<file path="src/hw/serial_port_consts.vh">
// constants of the serial register port: address map, wrap points, field positions
// assumes inclusion by bare name from the port's design files
`ifndef SERIAL_PORT_CONSTS_VH
`define SERIAL_PORT_CONSTS_VH

// pointer layout: top bit is the direction, low seven bits the location
`define SP_DIR_BIT 7
`define SP_LOC_MSB 6
// clock register region ends here and wraps to its base
`define SP_CLK_LAST 7'h1f
`define SP_CLK_BASE 7'h00
// user ram region ends here and wraps to its base
`define SP_RAM_LAST 7'h7f
`define SP_RAM_BASE 7'h20
// alarm 0 and alarm 1 register windows
`define SP_AL0_FIRST 7'h07
`define SP_AL0_LAST 7'h0a
`define SP_AL1_FIRST 7'h0b
`define SP_AL1_LAST 7'h0e
// control register write address and its write lock bit
`define SP_CTRL_WR_ADDR 8'h8f
`define SP_LOCK_BIT 6
// last bit index of a byte
`define SP_LAST_BIT 3'h7
`define SP_BIT_ONE 3'h1
`define SP_LOC_ONE 7'h01

`endif

</file>
<file path="src/hw/pin_filter.v">
// three-flop synchroniser with agreement filter for one pin
// assumes the pin is asynchronous to sys_clk_i; output is a registered level
module pin_filter #(
  parameter RESET_LEVEL = 1'b0
) (
  input wire sys_clk_i,
  input wire reset_n_i,
  input wire clk_en_i,
  input wire pin_i,
  output reg level_o
);

  reg s1_q;
  reg s2_q;
  reg s3_q;

  // the first stage feeds only the second; a change counts once stages two and three agree
  always @(posedge sys_clk_i) begin
    if (!reset_n_i) begin
      s1_q <= RESET_LEVEL;
      s2_q <= RESET_LEVEL;
      s3_q <= RESET_LEVEL;
      level_o <= RESET_LEVEL;
    end else if (clk_en_i) begin
      s1_q <= pin_i;
      s2_q <= s1_q;
      s3_q <= s2_q;
      if (s2_q == s3_q) begin
        level_o <= s3_q;
      end
    end
  end

endmodule // pin_filter

</file>
<file path="src/hw/serial_register_port.v">
// serial slave port of a real-time clock: spi or three-wire access to clock registers and ram
// assumes a register/ram store outside that answers reg_rd_o on the next clock via reg_rdata_i
//
// Contract
// - strap level picks four-wire spi (high) or three-wire (low) operation
// - device is slave only; master makes every shift clock edge
// - chip select high starts a transfer, low ends it
// - shift clock level at chip select rise fixes clock polarity
// - input captured on strobe edge, output changed on opposite shift edge
// - one clock per bit, address and data in whole eight-bit groups
// - output stays released until a whole read byte is ready
// - spi bytes move most significant bit first
// - first byte is address; direction bit 0 reads, 1 writes
// - address advances after every data byte while selected
// - clock region reads wrap 1fh to 00h
// - clock region writes wrap 9fh to 80h
// - ram reads wrap 7fh to 20h
// - ram writes wrap ffh to a0h
// - writes ignored while running from backup battery
// - write lock blocks all writes except one clearing the lock
// - three-wire: shared line, lsb first, sample rising, change falling
// - pointer on alarm 0 or 1 registers clears that alarm flag
`include "serial_port_consts.vh"

module serial_register_port (
  input wire sys_clk_i,
  input wire reset_n_i,
  input wire clk_en_i,
  input wire interface_select_i,
  input wire chip_select_in_i,
  input wire shift_clock_i,
  input wire serial_in_i,
  output reg serial_out_o,
  output reg serial_out_oe_o,
  input wire on_battery_i,
  input wire write_lock_i,
  output reg [7:0] reg_addr_o,
  output reg [7:0] reg_wdata_o,
  output reg reg_wr_o,
  output reg reg_rd_o,
  input wire [7:0] reg_rdata_i,
  output reg alarm0_clear_o,
  output reg alarm1_clear_o
);

  wire cs_f;
  wire sclk_f;
  wire sdi_f;
  wire mode_f;
  reg cs_prev_q;
  reg sclk_prev_q;
  reg spi_mode_q;
  reg cpol_q;
  reg addr_phase_q;
  reg [2:0] bit_cnt_q;
  reg [7:0] rx_q;
  reg [7:0] ptr_q;
  reg [7:0] tx_q;
  reg tx_valid_q;
  reg load_q;

  // every pin from the master is filtered; idle levels chosen so reset sees no edge
  // all pins share the same four-clock delay, so data keeps its place against the clock
  // the cost: a shift clock half period must be at least three system clocks
  pin_filter #(.RESET_LEVEL(1'b0)) u_cs (
    .sys_clk_i(sys_clk_i), .reset_n_i(reset_n_i), .clk_en_i(clk_en_i),
    .pin_i(chip_select_in_i), .level_o(cs_f));
  pin_filter #(.RESET_LEVEL(1'b0)) u_sclk (
    .sys_clk_i(sys_clk_i), .reset_n_i(reset_n_i), .clk_en_i(clk_en_i),
    .pin_i(shift_clock_i), .level_o(sclk_f));
  pin_filter #(.RESET_LEVEL(1'b0)) u_sdi (
    .sys_clk_i(sys_clk_i), .reset_n_i(reset_n_i), .clk_en_i(clk_en_i),
    .pin_i(serial_in_i), .level_o(sdi_f));
  pin_filter #(.RESET_LEVEL(1'b1)) u_mode (
    .sys_clk_i(sys_clk_i), .reset_n_i(reset_n_i), .clk_en_i(clk_en_i),
    .pin_i(interface_select_i), .level_o(mode_f));

  // edge classification on the filtered levels
  // the shift clock is an input only: this port never makes an edge of its own
  wire cs_rise = cs_f & ~cs_prev_q;
  wire sclk_rise = sclk_f & ~sclk_prev_q;
  wire sclk_fall = ~sclk_f & sclk_prev_q;
  // spi strobes on the edge back to idle; three-wire strobes on rising
  wire strobe = spi_mode_q ? (cpol_q ? sclk_rise : sclk_fall) : sclk_rise;
  wire shift = spi_mode_q ? (cpol_q ? sclk_fall : sclk_rise) : sclk_fall;
  // assembled byte including the bit taken this strobe
  wire [7:0] rx_new = spi_mode_q ? {rx_q[6:0], sdi_f} : {sdi_f, rx_q[7:1]};
  wire byte_done = strobe & (bit_cnt_q == `SP_LAST_BIT);

  // pointer advance with per-region wrap; direction bit is kept, so reads and writes
  // each wrap inside their own half of the map
  function [7:0] next_ptr;
    input [7:0] p;
    begin
      if (p[`SP_LOC_MSB:0] == `SP_CLK_LAST) begin
        next_ptr = {p[`SP_DIR_BIT], `SP_CLK_BASE};
      end else if (p[`SP_LOC_MSB:0] == `SP_RAM_LAST) begin
        next_ptr = {p[`SP_DIR_BIT], `SP_RAM_BASE};
      end else begin
        next_ptr = {p[`SP_DIR_BIT], p[`SP_LOC_MSB:0] + `SP_LOC_ONE};
      end
    end
  endfunction

  // blocked writes still advance the pointer, so a burst keeps its alignment
  // battery blocks every write; the lock lets through only a control write clearing it
  wire wr_allowed = ~on_battery_i & (~write_lock_i |
    ((ptr_q == `SP_CTRL_WR_ADDR) & ~rx_new[`SP_LOCK_BIT]));

  // alarm window decode for the location an access is issued to
  // windows compare the location only, so read and write forms both match
  function in_win;
    input [6:0] loc;
    input [6:0] first;
    input [6:0] last;
    begin
      in_win = (loc >= first) && (loc <= last);
    end
  endfunction

  // pointer after one advance, and the location parts that the alarm decode compares
  wire [7:0] ptr_next = next_ptr(ptr_q);
  wire [`SP_LOC_MSB:0] rx_loc = rx_new[`SP_LOC_MSB:0];
  wire [`SP_LOC_MSB:0] ptr_loc = ptr_q[`SP_LOC_MSB:0];
  wire [`SP_LOC_MSB:0] next_loc = ptr_next[`SP_LOC_MSB:0];

  // transfer sequencer: address phase, data bytes, read fetch and write issue
  always @(posedge sys_clk_i) begin
    if (!reset_n_i) begin
      cs_prev_q <= 1'b0;
      sclk_prev_q <= 1'b0;
      spi_mode_q <= 1'b1;
      cpol_q <= 1'b0;
      addr_phase_q <= 1'b1;
      bit_cnt_q <= 3'h0;
      rx_q <= 8'h00;
      ptr_q <= 8'h00;
      tx_q <= 8'h00;
      tx_valid_q <= 1'b0;
      load_q <= 1'b0;
      serial_out_o <= 1'b0;
      serial_out_oe_o <= 1'b0;
      reg_addr_o <= 8'h00;
      reg_wdata_o <= 8'h00;
      reg_wr_o <= 1'b0;
      reg_rd_o <= 1'b0;
      alarm0_clear_o <= 1'b0;
      alarm1_clear_o <= 1'b0;
    end else if (clk_en_i) begin
      cs_prev_q <= cs_f;
      sclk_prev_q <= sclk_f;
      // strobes last one clock; address and data outputs hold until the next access
      reg_wr_o <= 1'b0;
      reg_rd_o <= 1'b0;
      alarm0_clear_o <= 1'b0;
      alarm1_clear_o <= 1'b0;
      load_q <= reg_rd_o;
      if (cs_rise) begin
        // strap and idle clock level are caught at selection, not at reset
        spi_mode_q <= mode_f;
        cpol_q <= sclk_f;
        addr_phase_q <= 1'b1;
        bit_cnt_q <= 3'h0;
        tx_valid_q <= 1'b0;
        serial_out_oe_o <= 1'b0;
      end else if (!cs_f) begin
        // deselected: partial byte dropped, output released, a late fetch is discarded
        // a fetch still in flight is not loaded here, so the next frame starts clean
        addr_phase_q <= 1'b1;
        bit_cnt_q <= 3'h0;
        tx_valid_q <= 1'b0;
        serial_out_oe_o <= 1'b0;
      end else begin
        // one bit per strobe edge; the counter wraps to zero at every byte boundary
        if (strobe) begin
          rx_q <= rx_new;
          bit_cnt_q <= bit_cnt_q + `SP_BIT_ONE;
        end
        if (byte_done && addr_phase_q) begin
          ptr_q <= rx_new;
          addr_phase_q <= 1'b0;
          if (!rx_new[`SP_DIR_BIT]) begin
            reg_rd_o <= 1'b1;
            reg_addr_o <= rx_new;
            alarm0_clear_o <= in_win(rx_loc, `SP_AL0_FIRST, `SP_AL0_LAST);
            alarm1_clear_o <= in_win(rx_loc, `SP_AL1_FIRST, `SP_AL1_LAST);
          end
        end else if (byte_done && ptr_q[`SP_DIR_BIT]) begin
          // write byte complete: issue if permitted, then advance
          reg_wr_o <= wr_allowed;
          reg_addr_o <= ptr_q;
          reg_wdata_o <= rx_new;
          alarm0_clear_o <= in_win(ptr_loc, `SP_AL0_FIRST, `SP_AL0_LAST);
          alarm1_clear_o <= in_win(ptr_loc, `SP_AL1_FIRST, `SP_AL1_LAST);
          ptr_q <= ptr_next;
        end else if (byte_done) begin
          // read byte sent: advance and prefetch the next location for a burst
          reg_rd_o <= 1'b1;
          reg_addr_o <= ptr_next;
          alarm0_clear_o <= in_win(next_loc, `SP_AL0_FIRST, `SP_AL0_LAST);
          alarm1_clear_o <= in_win(next_loc, `SP_AL1_FIRST, `SP_AL1_LAST);
          ptr_q <= ptr_next;
        end
        // the fetch lands three clocks after a byte ends; a shorter shift clock half
        // period than three clocks would shift out a stale byte
        if (load_q) begin
          // whole byte now held; drive starts at the next shift edge
          tx_q <= reg_rdata_i;
          tx_valid_q <= 1'b1;
        end else if (shift && tx_valid_q) begin
          serial_out_o <= spi_mode_q ? tx_q[7] : tx_q[0];
          tx_q <= spi_mode_q ? {tx_q[6:0], 1'b0} : {1'b0, tx_q[7:1]};
          serial_out_oe_o <= 1'b1;
        end
      end
    end
  end

endmodule // serial_register_port

</file>
<file path="config.mk">
export PLATFORM = sky130hd
export DESIGN_NAME = serial_register_port
export DESIGN_NICKNAME = d
export VERILOG_FILES = /design/src/hw/pin_filter.v /design/src/hw/serial_register_port.v
export VERILOG_INCLUDE_DIRS = /design/src /design/src/hw
export SDC_FILE = /design/constraint.sdc
export NUM_CORES = 1
export LEC_CHECK = 0
export BUFFER_PORTS_ARGS = -buffer_cell sky130_fd_sc_hd__buf_4
export CORE_MARGIN = 1.5
export CORE_UTILIZATION = 45
export DETAILED_ROUTE_END_ITERATION = 16
export PLACE_DENSITY_LB_ADDON = 0.15
export SLEW_MARGIN = 20
export SYNTH_ARGS = -nofsm -noshare
export SYNTH_HDL_FRONTEND = slang
export SYNTH_SLANG_ARGS = --single-unit
</file>
<file path="constraint.sdc">
create_clock -name sys_clk_i -period 4.65 [get_ports sys_clk_i]
set_input_delay 0.93 -clock sys_clk_i [delete_from_list [all_inputs] [get_ports sys_clk_i]]
set_output_delay 0.93 -clock sys_clk_i [all_outputs]
set_load 0.01 [all_outputs]
</file>
==> results.cfg <==
[power_and_ir_drop]
swShare_pct = 21.67
p_sw_uw = 264.2
clkPwrFrac_pct = 45.9
leakage_uw = 0.001670
p_seq_share_pct = 51.0
peakVddDrop_v = 0.0001847
p_int_uw = 954.9
totalPowerFinal_uw = 1219
p_comb_share_pct = 3.1
powerDensity_mw_per_mm2 = 281.9

[synth]
netlist_area_mm2 = 0.003829
synth_cell_types = 60
synth_top_cells_by_area = dfxtp_1, mux2i_1, a211oi_1, nor2_1, a21oi_1
synth_common_cells = dfxtp_1, nor2_1, a21oi_1
syn_inst = 464
synth.most_common_cell = dfxtp_1
syn_area_per_cell_um2 = 8.251
synth-seq-area-share_pct = 37.65
ys_ff_latch = 72
synth_nets = 487
synth_edf_count = 0
synth_warnings = 0
ys.flop_type = dfxtp_1
yosysTopAreaCellShare_pct = 37.65
yosysTopAreaCell = dfxtp_1
async_flop_share_pct = 0

[clock_network]
cts_setup_buffers = 0
cts.sinks = 72
clockRootBuffer = clkbuf_8
cts_tree = done
cts.clk_slew.worst_paths_ns = 0.08
postCtsHoldBufs = 0
ctsResizeCount = 0
worst_skew_pair.late_latency_ns = 0.35
cts_buffers = 9
cts_buffer_depth = 2
cts_max_level = 3

[critical_path]
cp.buffers_inverters = 1
critPathMaxStageDelay_ns = 0.66
crit_slowest_cell = a211oi_4
reg2reg_slack_ns = 2.30
end_kind = flop
worstPathCellList = buf_4 -> and3_1 -> nand2_1 -> a211oi_4 -> o21ai_0 -> o221a_2
crit_path_start_kind = primary input
critPathKind = primary input to flop
crit_family = compound AO/OA/AOI/OAI gates
worstPathRequired_ns = 4.89
critPathArrivalTime_ns = 3.08
crit_fanout = 28

[finish]
stdcell_count = 588
area_growth_pct = 12.94
design_area_mm2 = 0.004324
drive_gt1_share_pct = 15.11
n_antenna_cell = 0
final_nets = 501

[timing]
fin_skew_ns = 0.01210
fin_setup_tns_ns = 0
fmax_mhz = 352.5
hold_violations = 0
slew_violations = 0
setup_viol = 0
finalCriticalPeriod_ns = 2.837
layout_setup_ws_ns = 1.813
tightest_slew_ns = 0.7172
slew_headroom_pct = 52.14
finalCritPeriodShare_pct = 61.02
rsz0062_at_grt = false

[global_route]
grt_pass1_vias = 3117
grt_overflow_total = 0
antenna_found_initial = 0
track_usage_pct = 21.61
grt_pass1_wl_um = 15340
grt_max_degree = 57

[die]
core_area_mm2 = 0.008217
die-area_mm2 = 0.009071
fp.dieW_um = 95.24
top_level_ports = 39
initial_core_util_pct = 46.60
die_h_um = 95.24
fp-row-count = 33

[drt]
viasPerCell = 5.883
vias = 3459
postRouteAntennaNets = 0
drt_iter0_drc = 218
dr.pass1.iters = 5
wl_per_cell_um = 15.58
drt-total-wl_um = 9163
drc = 0

[run]
maxCapViolations = 0

[min_path]
hp-class = flop to flop

[outcome]
status = finished, final reports clean

[placement]
placed_cell_area_mm2 = 0.004101
pre_cts_slack_ns = 1.481
dp.cells = 572
gp_congestion = 0.8729
hpwl_um = 6229
io_buffers = 38
==> cells in the final DEF, fill, tap and decap left out, drive strengths merged, types with 3 or more instances in the layout <==
cell type and instances:
o21ai 34, nor3 16, mux2 4, a21oi 36, inv 8, a22oi 4
dfxtp 72, nand3 23, nand2 35, a211oi 30, a21o 4, buf 40
and2b 3, ha 6, mux2i 32, and4 4, and3 6, nand2b 8
clkbuf 12, nor2 52, o221a 3, o211ai 3, o31ai 3, nor2b 3
==> per-layer routing <==
layer,part of all wire (%),track usage [%]
met2,48,34.04
met3,5.0,5.742
met5,0,0
met1,46,29.32
met4,1.2,5.100
==> layout make-up <==
type	instances	area (um2)
clock buffers	12	145.1
clock inverters	4	77.57
fillers	796	3892
inverters	8	30.03
multi-input cells	347	2198
flip-flops and latches	72	1441
well taps	105	131.4
repair buffers	40	300.3
==> kinds of logic (layout without fill, tap and decap cells) <==
kind of cell | count (synthesis) | in the layout | synth area share [%]
AOI/OAI and AO/OA | 140 | 140 | 24.09
xor gates and xnor gates | 4 | 4 | 0.9152
adders and majority gates | 6 | 6 | 1.961
buffers and inverters | 45 | 64 | 4.935
DFF | 72 | 72 | 37.65
muxes | 36 | 36 | 9.967
and+or+nand+nor | 161 | 161 | 20.49
==> worst register-to-register path, stage by stage (launching register included) <==
cell	delay, ns
dfxtp_1	0.36
buf_4	0.35
mux2_2	0.44
a211oi_4	0.65
o21ai_0	0.20
o221a_2	0.26
==> state kept, by name, indices dropped and copies added (netlist names), 3 cells and up <==
register / count
bit_cnt_q: 3
ptr_q: 8
reg_addr_o: 8
reg_wdata_o: 8
rx_q: 8
tx_q: 8
==> power by group through the flow <==
stage / clock network (uW) / logic, uW / registers (uW)
2_1_floorplan: 0 / 22.9 / 636
3_3_place_gp: 0 / 37.9 / 637
3_5_place_dp: 0 / 38.0 / 637
4_1_cts: 571 / 38.1 / 622
5_1_grt: 599 / 41.7 / 623
6_report: 559 / 37.6 / 622
==> worst paths after layout <==
path | from | end | cells past startpoint
setup / recovery | clk_en_i | reg_addr_o[1]$_SDFFE_PN0P_ | 6
hold / removal | u_sdi.s3_q$_SDFFE_PN0P_ | u_sdi.level_o$_SDFFE_PN0P_ | 2
setup reg to reg | spi_mode_q$_SDFFE_PN1P_ | reg_addr_o[1]$_SDFFE_PN0P_ | 5
hold reg to reg | u_sdi.s3_q$_SDFFE_PN0P_ | u_sdi.level_o$_SDFFE_PN0P_ | 2
==> stage by stage <==
step / hold slack [ns] / utilization, %
after floorplan: 0.4357 / -
after global placement: 0.4404 / 49.92
after detailed placement: 0.4541 / 49.92
after CTS: 0.4662 / 52.63
after global routing: 0.4801 / 52.63
final: 0.4658 / 52.63
(Power assumes the default switching activity.)
